--- src/common/pbl_cfg.svh ---
// Purpose: Constants of the self-test and loopback block
// Assumes: 16-bit management registers, byte-wide datapath
// Notes: Included by the package, pbl_top and the testbench
`ifndef PBL_CFG_SVH
`define PBL_CFG_SVH

// ----------------------------------------
// Register addresses
// ----------------------------------------
`define PBL_ADDR_CTRL 5'h16
`define PBL_ADDR_ERR 5'h1B
`define PBL_ADDR_LEN 5'h1C

// ----------------------------------------
// Control register fields
// ----------------------------------------
`define PBL_CTRL_NEAR_LO 0
`define PBL_CTRL_NEAR_HI 3
`define PBL_CTRL_REV 4
`define PBL_CTRL_BUSY 8
`define PBL_CTRL_LOST 9
`define PBL_CTRL_LOCK 10
`define PBL_CTRL_SIZE 12
`define PBL_CTRL_SINGLE_PKT 13
`define PBL_CTRL_MODE 14
`define PBL_CTRL_RUN 15
`define PBL_CTRL_RW_MASK 16'hD01F

// ----------------------------------------
// Length register fields and reset values
// ----------------------------------------
`define PBL_LEN_LO 0
`define PBL_LEN_HI 10
`define PBL_GAP_LO 11
`define PBL_GAP_HI 15
`define PBL_CTRL_RST 16'h0000
`define PBL_LEN_RST 16'h65EE

// ----------------------------------------
// Packet generator and checker constants
// ----------------------------------------
`define PBL_SHORT_PKT 11'd64
`define PBL_LONG_PKT 11'd1518
`define PBL_MIN_LEN 11'd1
`define PBL_CONST_BYTE 8'h55
`define PBL_PRBS_SEED 15'h7FFF
`define PBL_ERR_MAX 16'hFFFF

`endif

--- src/common/pbl_pkg.sv ---
// Purpose: Types and the shared sequence step of the self-test block
// Assumes: pbl_cfg.svh holds all numeric constants
// Notes: The step advances the 15-bit sequence by one byte
`include "pbl_cfg.svh"

package pbl_pkg;

  typedef enum logic [1:0] {
    PBL_GEN_IDLE = 2'b00,
    PBL_GEN_PKT = 2'b01,
    PBL_GEN_GAP = 2'b10
  } pbl_gen_e;

  // ----------------------------------------
  // x^15 + x^14 + 1, eight steps per byte
  // ----------------------------------------
  function automatic logic [14:0] pbl_prbs_step(input logic [14:0] s);
    logic [14:0] t;
    t = s;
    for (int i = 0; i < 8; i++) begin
      t = {t[13:0], t[14] ^ t[13]};
    end
    return t;
  endfunction

endpackage

--- src/verilog/pbl_fifo.sv ---
// Purpose: Transmit buffer between source select and the line
// Assumes: Single clock, show-ahead output
// Notes: in_ready falls when full; out_valid falls when empty
module pbl_fifo
  import pbl_pkg::*;
#(
  parameter int WIDTH = 8,
  parameter int DEPTH = 8
) (
  input wire logic clk,
  input wire logic rst,
  input wire logic in_valid,
  input wire logic [WIDTH-1:0] in_data,
  output logic in_ready,
  output logic out_valid,
  output logic [WIDTH-1:0] out_data,
  input wire logic out_ready
);
  localparam int AW = $clog2(DEPTH);

  logic [WIDTH-1:0] mem [DEPTH];
  logic [AW-1:0] wr_ptr, rd_ptr, next_wr_ptr, next_rd_ptr;
  logic [AW:0] count, next_count;
  logic push, pop;

  assign in_ready = (count != (AW+1)'(DEPTH));
  assign out_valid = (count != '0);
  assign push = in_valid && in_ready;
  assign pop = out_valid && out_ready;

  always_comb begin
    next_wr_ptr = push ? ((wr_ptr == AW'(DEPTH - 1)) ? '0 : wr_ptr + 1'b1) : wr_ptr;
    next_rd_ptr = pop ? ((rd_ptr == AW'(DEPTH - 1)) ? '0 : rd_ptr + 1'b1) : rd_ptr;
    next_count = count + (AW+1)'(push) - (AW+1)'(pop);
  end

  always_ff @(posedge clk) begin
    if (rst) begin
      wr_ptr <= '0;
      rd_ptr <= '0;
      count <= '0;
    end else begin
      wr_ptr <= next_wr_ptr;
      rd_ptr <= next_rd_ptr;
      count <= next_count;
    end
  end

  always_ff @(posedge clk) begin
    if (push) begin
      mem[wr_ptr] <= in_data;
    end
  end

  // Read data stays where the pointer points until popped
  always_ff @(posedge clk) begin
    if (rst) begin
      out_data <= '0;
    end else begin
      out_data <= mem[next_rd_ptr];
      if (push && (next_rd_ptr == wr_ptr)) begin
        out_data <= in_data;
      end
    end
  end
endmodule

--- src/verilog/pbl_top.sv ---
// Purpose: Reverse loopback and packet self-test of the PHY datapath
// Assumes: Byte-wide datapath on clk; registers reached by management port
// Notes: Line receive bytes come from the receive chain on clk
`include "pbl_cfg.svh"
module pbl_top
  import pbl_pkg::*;
#(
  parameter int LOCK_RUN = 16,
  parameter int LOSS_RUN = 8,
  parameter int FIFO_DEPTH = 8
) (
  input wire logic clk,
  input wire logic rst,
  input wire logic reg_wr,
  input wire logic reg_rd,
  input wire logic [4:0] reg_addr,
  input wire logic [15:0] reg_wdata,
  output logic [15:0] reg_rdata,
  input wire logic speed_100,
  input wire logic rmii_mode,
  output logic [3:0] near_loop_sel,
  input wire logic mac_tx_valid,
  input wire logic [7:0] mac_tx_data,
  output logic mac_tx_ready,
  output logic mac_rx_valid,
  output logic [7:0] mac_rx_data,
  input wire logic line_rx_valid,
  input wire logic [7:0] line_rx_data,
  output logic line_tx_valid,
  output logic [7:0] line_tx_data,
  input wire logic line_tx_ready
);
  // ----------------------------------------
  // Management registers
  // ----------------------------------------
  logic [15:0] ctrl, next_ctrl, len_reg, next_len_reg;
  logic single_trig, next_single_trig, run_start;
  logic gen_busy, chk_locked, chk_lost;
  logic [15:0] err_cnt;

  assign run_start = next_ctrl[`PBL_CTRL_RUN] && !ctrl[`PBL_CTRL_RUN];

  always_comb begin
    next_ctrl = ctrl;
    next_len_reg = len_reg;
    next_single_trig = 1'b0;
    if (reg_wr && (reg_addr == `PBL_ADDR_CTRL)) begin
      next_ctrl = reg_wdata & `PBL_CTRL_RW_MASK;
      next_single_trig = reg_wdata[`PBL_CTRL_SINGLE_PKT];
    end
    if (reg_wr && (reg_addr == `PBL_ADDR_LEN)) begin
      next_len_reg = reg_wdata;
    end
  end

  always_ff @(posedge clk) begin
    if (rst) begin
      ctrl <= `PBL_CTRL_RST;
      len_reg <= `PBL_LEN_RST;
      single_trig <= 1'b0;
      reg_rdata <= '0;
    end else begin
      ctrl <= next_ctrl;
      len_reg <= next_len_reg;
      single_trig <= next_single_trig;
      reg_rdata <= '0;
      if (reg_rd) begin
        unique case (reg_addr)
          `PBL_ADDR_CTRL: begin
            reg_rdata <= ctrl;
            reg_rdata[`PBL_CTRL_BUSY] <= gen_busy;
            reg_rdata[`PBL_CTRL_LOST] <= chk_lost;
            reg_rdata[`PBL_CTRL_LOCK] <= chk_locked;
          end
          `PBL_ADDR_ERR: reg_rdata <= err_cnt;
          `PBL_ADDR_LEN: reg_rdata <= len_reg;
          default: reg_rdata <= '0;
        endcase
      end
    end
  end

  assign near_loop_sel = ctrl[`PBL_CTRL_NEAR_HI:`PBL_CTRL_NEAR_LO];
  // ----------------------------------------
  // Transmit source select and buffer
  // ----------------------------------------
  logic rev_act, bist_sel, fifo_in_valid, fifo_in_ready;
  logic [7:0] fifo_in_data, gen_data;
  pbl_gen_e gen_state;

  // 2-bit interface cannot turn around at 100 Mb/s
  assign rev_act = ctrl[`PBL_CTRL_REV] && !(rmii_mode && speed_100);
  assign bist_sel = !rev_act && (ctrl[`PBL_CTRL_RUN] || gen_busy);

  always_comb begin
    if (rev_act) begin
      fifo_in_valid = line_rx_valid;
      fifo_in_data = line_rx_data;
    end else if (bist_sel) begin
      fifo_in_valid = (gen_state == PBL_GEN_PKT);
      fifo_in_data = gen_data;
    end else begin
      fifo_in_valid = mac_tx_valid;
      fifo_in_data = mac_tx_data;
    end
  end

  // MAC bytes are swallowed, not stalled, while another source owns the line
  assign mac_tx_ready = (rev_act || bist_sel) ? 1'b1 : fifo_in_ready;

  pbl_fifo #(
    .WIDTH(8),
    .DEPTH(FIFO_DEPTH)
  ) u_fifo (
    .clk(clk),
    .rst(rst),
    .in_valid(fifo_in_valid),
    .in_data(fifo_in_data),
    .in_ready(fifo_in_ready),
    .out_valid(line_tx_valid),
    .out_data(line_tx_data),
    .out_ready(line_tx_ready)
  );

  // Receive always reaches the MAC, also in reverse loopback
  always_ff @(posedge clk) begin
    if (rst) begin
      mac_rx_valid <= 1'b0;
      mac_rx_data <= '0;
    end else begin
      mac_rx_valid <= line_rx_valid;
      mac_rx_data <= line_rx_data;
    end
  end

  // ----------------------------------------
  // Packet generator
  // ----------------------------------------
  pbl_gen_e next_gen_state;
  logic [14:0] gen_lfsr, next_gen_lfsr, gen_step;
  logic [10:0] gen_cnt, next_gen_cnt, gen_len, next_gen_len, prog_len;
  logic gen_single, next_gen_single, gen_fire;

  assign gen_step = pbl_prbs_step(gen_lfsr);
  assign gen_fire = bist_sel && (gen_state == PBL_GEN_PKT) && fifo_in_ready;
  assign gen_busy = (gen_state != PBL_GEN_IDLE);
  assign gen_data = gen_single ? `PBL_CONST_BYTE : gen_step[7:0];
  assign prog_len = (len_reg[`PBL_LEN_HI:`PBL_LEN_LO] < `PBL_MIN_LEN) ? `PBL_MIN_LEN
                    : len_reg[`PBL_LEN_HI:`PBL_LEN_LO];

  always_comb begin
    next_gen_state = gen_state;
    next_gen_lfsr = gen_lfsr;
    next_gen_cnt = gen_cnt;
    next_gen_len = gen_len;
    next_gen_single = gen_single;
    unique case (gen_state)
      PBL_GEN_IDLE: begin
        next_gen_cnt = '0;
        if (single_trig && !rev_act) begin
          next_gen_state = PBL_GEN_PKT;
          next_gen_single = 1'b1;
          next_gen_len = ctrl[`PBL_CTRL_SIZE] ? `PBL_LONG_PKT : `PBL_SHORT_PKT;
        end else if (ctrl[`PBL_CTRL_RUN] && !rev_act) begin
          next_gen_state = PBL_GEN_PKT;
          next_gen_single = 1'b0;
          next_gen_len = prog_len;
        end
      end
      PBL_GEN_PKT: begin
        if (gen_fire) begin
          next_gen_cnt = gen_cnt + 11'd1;
          if (!gen_single) begin
            next_gen_lfsr = gen_step;
          end
          if (gen_cnt == gen_len - 11'd1) begin
            next_gen_state = PBL_GEN_GAP;
            next_gen_cnt = '0;
          end
        end
      end
      PBL_GEN_GAP: begin
        next_gen_cnt = gen_cnt + 11'd1;
        if (gen_cnt >= {6'd0, len_reg[`PBL_GAP_HI:`PBL_GAP_LO]}) begin
          next_gen_cnt = '0;
          next_gen_len = prog_len;
          next_gen_state = (gen_single || !ctrl[`PBL_CTRL_RUN]) ? PBL_GEN_IDLE : PBL_GEN_PKT;
          next_gen_single = 1'b0;
        end
      end
      default: next_gen_state = PBL_GEN_IDLE;
    endcase
  end

  always_ff @(posedge clk) begin
    if (rst) begin
      gen_state <= PBL_GEN_IDLE;
      gen_lfsr <= `PBL_PRBS_SEED;
      gen_cnt <= '0;
      gen_len <= `PBL_MIN_LEN;
      gen_single <= 1'b0;
    end else begin
      gen_state <= next_gen_state;
      gen_lfsr <= next_gen_lfsr;
      gen_cnt <= next_gen_cnt;
      gen_len <= next_gen_len;
      gen_single <= next_gen_single;
    end
  end

  // ----------------------------------------
  // Checker
  // ----------------------------------------
  logic [14:0] chk_lfsr, next_chk_lfsr, chk_step;
  logic [7:0] match_cnt, next_match_cnt, miss_cnt, next_miss_cnt;
  logic next_chk_locked, next_chk_lost, chk_hit, chk_on;
  logic [15:0] next_err_cnt;

  assign chk_step = pbl_prbs_step(chk_lfsr);
  assign chk_on = ctrl[`PBL_CTRL_RUN] && line_rx_valid;
  assign chk_hit = (line_rx_data == chk_step[7:0]);

  always_comb begin
    next_chk_lfsr = chk_lfsr;
    next_match_cnt = match_cnt;
    next_miss_cnt = miss_cnt;
    next_chk_locked = chk_locked;
    next_chk_lost = chk_lost;
    next_err_cnt = err_cnt;
    if (run_start) begin
      next_match_cnt = '0;
      next_miss_cnt = '0;
      next_chk_locked = 1'b0;
      next_chk_lost = 1'b0;
      next_err_cnt = '0;
    end else if (chk_on) begin
      // Unlocked: the last two bytes reseed the local sequence
      next_chk_lfsr = chk_locked ? chk_step : {chk_lfsr[6:0], line_rx_data};
      if (chk_hit) begin
        next_miss_cnt = '0;
        if (!chk_locked) begin
          next_match_cnt = match_cnt + 8'd1;
          if (match_cnt == 8'(LOCK_RUN - 1)) begin
            next_chk_locked = 1'b1;
          end
        end
      end else begin
        next_match_cnt = '0;
        if (chk_locked) begin
          next_miss_cnt = miss_cnt + 8'd1;
          if (err_cnt != `PBL_ERR_MAX) begin
            next_err_cnt = err_cnt + 16'd1;
          end else if (!ctrl[`PBL_CTRL_MODE]) begin
            next_err_cnt = '0;
          end
          if (miss_cnt == 8'(LOSS_RUN - 1)) begin
            next_chk_locked = 1'b0;
            next_chk_lost = 1'b1;
            next_miss_cnt = '0;
          end
        end
      end
    end
    if (run_start && chk_on && chk_locked && !chk_hit && (miss_cnt == 8'(LOSS_RUN - 1))) begin
      next_chk_lost = 1'b1; // Set beats the start clear
    end
  end

  always_ff @(posedge clk) begin
    if (rst) begin
      chk_lfsr <= `PBL_PRBS_SEED;
      match_cnt <= '0;
      miss_cnt <= '0;
      chk_locked <= 1'b0;
      chk_lost <= 1'b0;
      err_cnt <= '0;
    end else begin
      chk_lfsr <= next_chk_lfsr;
      match_cnt <= next_match_cnt;
      miss_cnt <= next_miss_cnt;
      chk_locked <= next_chk_locked;
      chk_lost <= next_chk_lost;
      err_cnt <= next_err_cnt;
    end
  end
endmodule
--- config.mk ---
export PLATFORM = sky130hd
export DESIGN_NAME = pbl_top
export DESIGN_NICKNAME = d
export VERILOG_FILES = /design/src/common/pbl_pkg.sv /design/src/verilog/pbl_fifo.sv /design/src/verilog/pbl_top.sv
export VERILOG_INCLUDE_DIRS = /design/src /design/src/common
export SDC_FILE = /design/constraint.sdc
export NUM_CORES = 1
export LEC_CHECK = 0
export ABC_AREA = 0
export BUFFER_PORTS_ARGS = -buffer_cell sky130_fd_sc_hd__buf_2
export CAP_MARGIN = 20
export CORE_ASPECT_RATIO = 1.5
export CORE_MARGIN = 2
export CORE_UTILIZATION = 57
export DETAILED_ROUTE_END_ITERATION = 10
export PLACE_DENSITY = 0.75
export SYNTH_ARGS = -nofsm -noshare
export SYNTH_HDL_FRONTEND = slang
export SYNTH_SLANG_ARGS = --single-unit
export TNS_END_PERCENT = 100
--- constraint.sdc ---
create_clock -name clk -period 3.9 [get_ports clk]
set_input_delay 0.39 -clock clk [delete_from_list [all_inputs] [get_ports clk]]
set_output_delay 0.39 -clock clk [all_outputs]
set_load 0.02 [all_outputs]
==> results of run 1 <==
-- where the power goes --
part,leakage [nW],total [mW],internal (mW),switching [mW]
sequential,1.85,2.63,2.56,0.0681
clock,0.343,2.10,1.24,0.853
combinational,2.34,1.15,0.447,0.707
-- area by class of cell --
| cell class | instances | area, µm² | share of cell area |
|---|---|---|---|
| multi-input combinational | 720 | 4640 | 0.408 |
| sequential | 221 | 5060 | 0.445 |
| clock inverter | 7 | 97.6 | 0.00857 |
| clock buffer | 31 | 619 | 0.0544 |
| tap | 213 | 267 | 0.0234 |
| inverter | 29 | 109 | 0.00956 |
| timing repair buffer | 105 | 591 | 0.0518 |
-- per-layer routing --
layer  up-vias  routed length, µm  global-route usage
li1       3829                  -                   -
met3        50               1090              0.0284
met4         0                645              0.0832
met2       223              12000               0.435
met1      3755               9170               0.294
met5         -                  0                   0
-- through the flow --
stage          hold WS [ps]  utilization  cell area, µm²
3_5_place_dp            451        0.615           10700
6_report                118        0.657           11400
4_1_cts                 111        0.656           11400
5_1_grt                 147        0.657           11400
3_3_place_gp            447        0.615           10700
2_1_floorplan           438            -           10100
-- worst paths after layout --
kind,start,end,slack [ps]
worst min-delay path,reg_wdata[5],len_reg[5],120
worst max register to register,gen_state[0],u_fifo.out_data[7],620
worst max-delay path,gen_state[0],u_fifo.out_data[7],620
worst min register to register,chk_lfsr[2],chk_lfsr[2],470
-- cell usage after synthesis (27+ instances only) --
cell type / n
nor2_1: 103
inv_1: 28
clkbuf_1: 44
nand2_1: 129
edfxtp_1: 64
a21oi_1: 55
mux2i_1: 40
a211oi_1: 27
xnor2_1: 31
xor2_1: 28
nand3_1: 35
dfxtp_1: 157
-- worst register-to-register path: stages, from the launching register on --
cell,delay (ps)
dfxtp_1,350
inv_1,110
ha_1,220
inv_1,110
nor2_1,460
nand2_1,130
a311oi_2,650
nand4_1,660
o21ai_0,380
a31oi_1,60
-- kinds of logic (layout without fill, tap and decap cells) --
kind of cell,after synthesis,in the layout,share of synthesized area
buf+inv,93,172,0.0388
xor+xnor,63,63,0.0603
mux,50,50,0.0510
fa+ha+maj,26,26,0.0331
compound gates,201,201,0.136
simple gates,380,380,0.177
flops,221,221,0.503
==> summary.md, run 1 <==
| Metric | Value |
|---|---|
| CP arrival | `3640 ps` |
| Syn Nets | `1,106` |
| Family with the most delay on the worst path | `simple AND/OR/NAND/NOR gates` |
| Max rail drop VDD | `0.000583 V` |
| I/O Pins | `85` |
| Layout fillers | `1,383` |
| Highest clock rate | `305 MHz` |
| RSZ-0062 raised after global routing | `false` |
| Post-DP HPWL | `15,900 µm` |
| Kind of end point of the critical path | `register` |
| Pwr Total | `5.88 mW` |
| Tightest Hold Check Type | `primary input to register` |
| Worst reg-to-reg path cell count | `9` |
| Synthesized area per cell | `9.73 µm²` |
| Final Critical Period | `3280 ps` |
| Cell mode on critical path | `inv_1` |
| Commonest non-fill, non-tap cells in the layout | `dfxtp_1 (157), nand2_1 (129), nor2_1 (103), buf_2 (84), edfxtp_1 (64)` |
| Top FF cell, synth | `dfxtp_1` |
| Commonest non-fill, non-tap cell in the layout | `dfxtp_1` |
| Post_cts resized | `0` |
| CTS tree | `done` |
| Tightest Pin Transition | `953 ps` |
| Setup_tns | `0 ps` |
| Final Hold Fails | `0` |
| Rows | `59` |
| Residual DRC | `0` |
| Via density | `5.93` |
| Worst EP required | `4260 ps` |
| Largest register FFs | `64` |
| H-tree depth reported by CTS | `1` |
| Inserted Clock Buffers | `21` |
| Delay of the slowest critical-path stage | `660 ps` |
| Synth area leaders | `dfxtp_1 (31%), edfxtp_1 (19%), nand2_1 (4.8%)` |
| Layout area overhead | `13.2%` |
| Final setup fails | `0` |
| Worst Setup Start Kind | `register` |
| Core area | `17,300 µm²` |
| Slack of the critical path | `618 ps` |
| Starting Density | `0.580` |
| Clock skew | `15.5 ps` |
| Slew Limit Fails | `0` |
| Status | `complete, no violations` |
| Worst setup path category | `register to register` |
| Largest net degree at the start of global routing | `54` |
| CP Cell Sequence | `inv_1 -> ha_1 -> inv_1 -> nor2_1 -> nand2_1 -> a311oi_2 -> nand4_1 -> o21ai_0 -> a31oi_1` |
| Die X | `112 µm` |
| CP max FO | `16` |
| Die Ht | `167 µm` |
| Worst path slowest cell | `nand4_1` |
| Initial antenna violation count | `0` |
| Placement Setup Slack | `668 ps` |
| Post-CTS setup buffer count | `0` |
| #FFs+latches synth | `221` |
| Synth warnings | `0` |
| Reg with most FFs | `u_fifo.mem` |
| Post-DRT Antenna Nets | `0` |
| Clk sinks | `221` |
| Syn Inst Count | `1,034` |
| Placed Instances | `1,287` |
| Sequential area share after synthesis | `0.503` |
| Max-Cap Viols | `0` |
| Longest Clk Path Bufs | `3` |
| Leak | `4.54 nW` |
| Slew HR | `0.362` |
| Die ar. | `18,800 µm²` |
| Grt total ovfl | `0` |
| Pre-Repair DR Iteration Count | `5` |
| GRT Util Overall | `0.240` |
| DR iter-0 viols | `507` |
| Antenna Cells | `0` |
| Vias | `7,857` |
| Cell area power density | `516 nW/µm²` |
| CTS clk-pin slew, worst paths | `60 ps` |
| WP depth | `9` |
| Nets | `1,170` |
| Count of unique library cells instantiated by Yosys | `63` |
| Routed WL per cell | `17.2 µm` |
| Mapped Area | `10,100 µm²` |
| Share of layout cells above drive strength 1 | `0.146` |
| Vias in the first global route | `7,640` |
| CTS Hold Buffers Added | `0` |
| Drt total wl | `22,900 µm` |
| Worst-skew pair later-pin latency | `500 ps` |
| Clk Tree Root Cell | `clkbuf_16` |
| GPL Wtd Cong | `0.884` |
| IO buf count | `84` |
| First-pass GRT wire length | `37,300 µm` |
| Area leader, netlist | `dfxtp_1` |
| Area share of the largest cell type after synthesis | `0.312` |
| Final cycle utilization of the critical path | `0.842` |
| Post-synth ARST share | `0` |
| Worst hold stages | `3` |
| Worst Path Buf+Inv | `2` |
| Post-synth EDFFs | `64` |
| Layout Cells excl Fill | `1,326` |
No activity file was read; power rests on OpenSTA's default activity.
==> inputs of run 2 (changes only) <==
Settings changed: ABC_AREA 0 to 1, CORE_UTILIZATION 57 to 54, PLACE_DENSITY 0.75 to 0.74.
Clock period 3.9 ns to 3 ns, I/O delays scaled along.
==> run 2 against run 1 <==
Against the previous run:
- count of clock-buffer cells in the layout down 3
- largest power group unchanged
- sequential share of layout area down 2.6 points
- utilization decreased by 4.0 points
==> summary.md, run 2 <==
| Metric | Value |
|---|---|
| Synth warnings | `0` |
| Commonest non-fill, non-tap cell in the layout | `nand2_1` |
| Syn Inst Count | `1,313` |
| Final Hold Fails | `0` |
| Largest net degree at the start of global routing | `44` |
| Kind of end point of the critical path | `register` |
| CTS clk-pin slew, worst paths | `70 ps` |
| Post-DP HPWL | `19,100 µm` |
| Pwr Total | `9.09 mW` |
| #FFs+latches synth | `221` |
| Share of layout cells above drive strength 1 | `0.142` |
| Slack of the critical path | `428 ps` |
| Count of unique library cells instantiated by Yosys | `46` |
| Commonest cells in the synthesized netlist | `nand2_1 (242), dfxtp_1 (157), inv_1 (143)` |
| Post-DRT Antenna Nets | `0` |
| Post-synth ARST share | `0` |
| CTS tree | `done` |
| First-pass GRT wire length | `43,000 µm` |
| Commonest non-fill, non-tap cells in the layout | `nand2_1 (242), dfxtp_1 (157), inv_1 (142), nor2_1 (130), o21ai_0 (102)` |
| Inserted Clock Buffers | `22` |
| Tightest Pin Transition | `856 ps` |
| Via density | `5.54` |
| Highest clock rate | `389 MHz` |
| Worst EP required | `3450 ps` |
| Antenna Cells | `0` |
| Tightest Hold Check Type | `primary input to register` |
| Worst Setup Start Kind | `register` |
| Worst path slowest cell | `dfxtp_1` |
| GRT Util Overall | `0.251` |
| Pre-Repair DR Iteration Count | `5` |
| Clk Tree Root Cell | `clkbuf_16` |
| Setup_tns | `0 ps` |
| Leak | `5.15 nW` |
| Nets | `1,454` |
| CP Cell Sequence | `inv_1 -> ha_1 -> nand3_2 -> inv_2 -> nand2_1 -> o21ai_0 -> a21oi_2 -> inv_1 -> ha_1 -> inv_1 -> nor2_1 -> a211oi_1 -> o21ai_0 -> a21oi_1` |
| Area share of the largest cell type after synthesis | `0.294` |
| Starting Density | `0.545` |
| Reg with most FFs | `u_fifo.mem` |
| Top FF cell, synth | `dfxtp_1` |
| Final cycle utilization of the critical path | `0.857` |
| Cell area power density | `751 nW/µm²` |
| Worst setup path category | `register to register` |
| Synthesized area per cell | `8.15 µm²` |
| Vias in the first global route | `8,776` |
| Sequential area share after synthesis | `0.473` |
| Max rail drop VDD | `0.000499 V` |
| I/O Pins | `85` |
| CP arrival | `3020 ps` |
| H-tree depth reported by CTS | `1` |
| Post-synth EDFFs | `64` |
| Worst-skew pair later-pin latency | `520 ps` |
| Post-CTS setup buffer count | `0` |
| CTS Hold Buffers Added | `0` |
| Drt total wl | `26,800 µm` |
| Slew HR | `0.427` |
| Initial antenna violation count | `0` |
| Layout area overhead | `13.1%` |
| Core area | `19,600 µm²` |
| Longest Clk Path Bufs | `3` |
| Post_cts resized | `0` |
| Slew Limit Fails | `0` |
| DR iter-0 viols | `702` |
| Area leader, netlist | `dfxtp_1` |
| Vias | `9,179` |
| Delay of the slowest critical-path stage | `390 ps` |
| Count leader, synth | `nand2_1` |
| Die X | `119 µm` |
| Synth area leaders | `dfxtp_1 (29%), edfxtp_1 (18%), nand2_1 (8.5%)` |
| Die Ht | `176 µm` |
| Status | `complete, no violations` |
| Largest register FFs | `64` |
| Final setup fails | `0` |
| Clock skew | `18.6 ps` |
| Max-Cap Viols | `0` |
| Die ar. | `21,000 µm²` |
| Residual DRC | `0` |
| IO buf count | `84` |
| Cell mode on critical path | `inv_1` |
| GPL Wtd Cong | `0.916` |
| Final Critical Period | `2570 ps` |
| Clk sinks | `221` |
| Grt total ovfl | `0` |
| Rows | `63` |
| Mapped Area | `10,700 µm²` |
| Syn Nets | `1,385` |
| Placement Setup Slack | `469 ps` |
| CP max FO | `8` |
| RSZ-0062 raised after global routing | `false` |
| Routed WL per cell | `16.2 µm` |
run 2: cell count changes after synthesis, sizes merged, moves of 16 or more:
cell,delta
a211oi,-19
a21oi,+32
a31oi,-25
inv,+119
mux2i,-40
nand2,+129
nand3,+36
nand4,+26
nor2,+33
nor2b,-19
o211ai,+23
o21ai,+84
xnor2,-16
xor2,+21
run 2: worst paths after layout:
| path | startpoint | to | slack [ps] | cells after the start |
|---|---|---|---|---|
| worst min-delay path | reg_wdata[6] | len_reg[6] | 40 | 3 |
| worst max register to register | gen_state[0] | u_fifo.count[3] | 430 | 14 |
| worst max-delay path | gen_state[0] | u_fifo.count[3] | 430 | 14 |
| worst min register to register | chk_lfsr[2] | chk_lfsr[10] | 450 | 2 |
run 2: where the power goes:
group / switching, mW / leakage (nW) / internal, mW
sequential: 0.173 / 1.86 / 3.51
combinational: 1.68 / 2.92 / 0.796
clock: 1.16 / 0.378 / 1.76
run 2: cell type report:
type	count	area, µm²
fillers	1665	7530
flip-flops and latches	221	5060
multi-input cells	882	4780
clock buffers	28	634
repair buffers	106	586
inverters	149	559
well taps	260	325
clock inverters	12	151
run 2: layer usage:
metal,GRT usage,vias up,routed length (µm)
met3,0.0281,72,1110
met1,0.280,4325,10400
met5,0,-,0
met2,0.482,266,14300
li1,-,4516,-
met4,0.101,0,975
run 2: cells by family after synthesis:
| logic type | count (synthesis) | share of synthesized area |
|---|---|---|
| simple gates | 533 | 0.220 |
| compound gates | 259 | 0.143 |
| flops | 221 | 0.473 |
| buf+inv | 210 | 0.0799 |
| xor+xnor | 64 | 0.0524 |
| fa+ha+maj | 26 | 0.0311 |
run 2: per-stage QoR:
step | instance area [µm²] | cells | hold slack (ps) | utilization
after floorplan | 10700 | 1313 | 422 | -
final | 12100 | 1658 | 35.8 | 0.616
after detailed placement | 11300 | 1617 | 443 | 0.576
after global routing | 12100 | 1658 | 34.4 | 0.616
after global placement | 11300 | 1617 | 438 | 0.576
after CTS | 12100 | 1657 | 28.3 | 0.616
run 2: worst max-delay path, delay by kind of cell, from the launching register on:
kind | cells | cell delay [ps]
AOI/OAI and AO/OA | 5 | 950
adders and majority gates | 2 | 500
DFF | 1 | 390
buffers and inverters | 4 | 370
and+or+nand+nor | 3 | 280
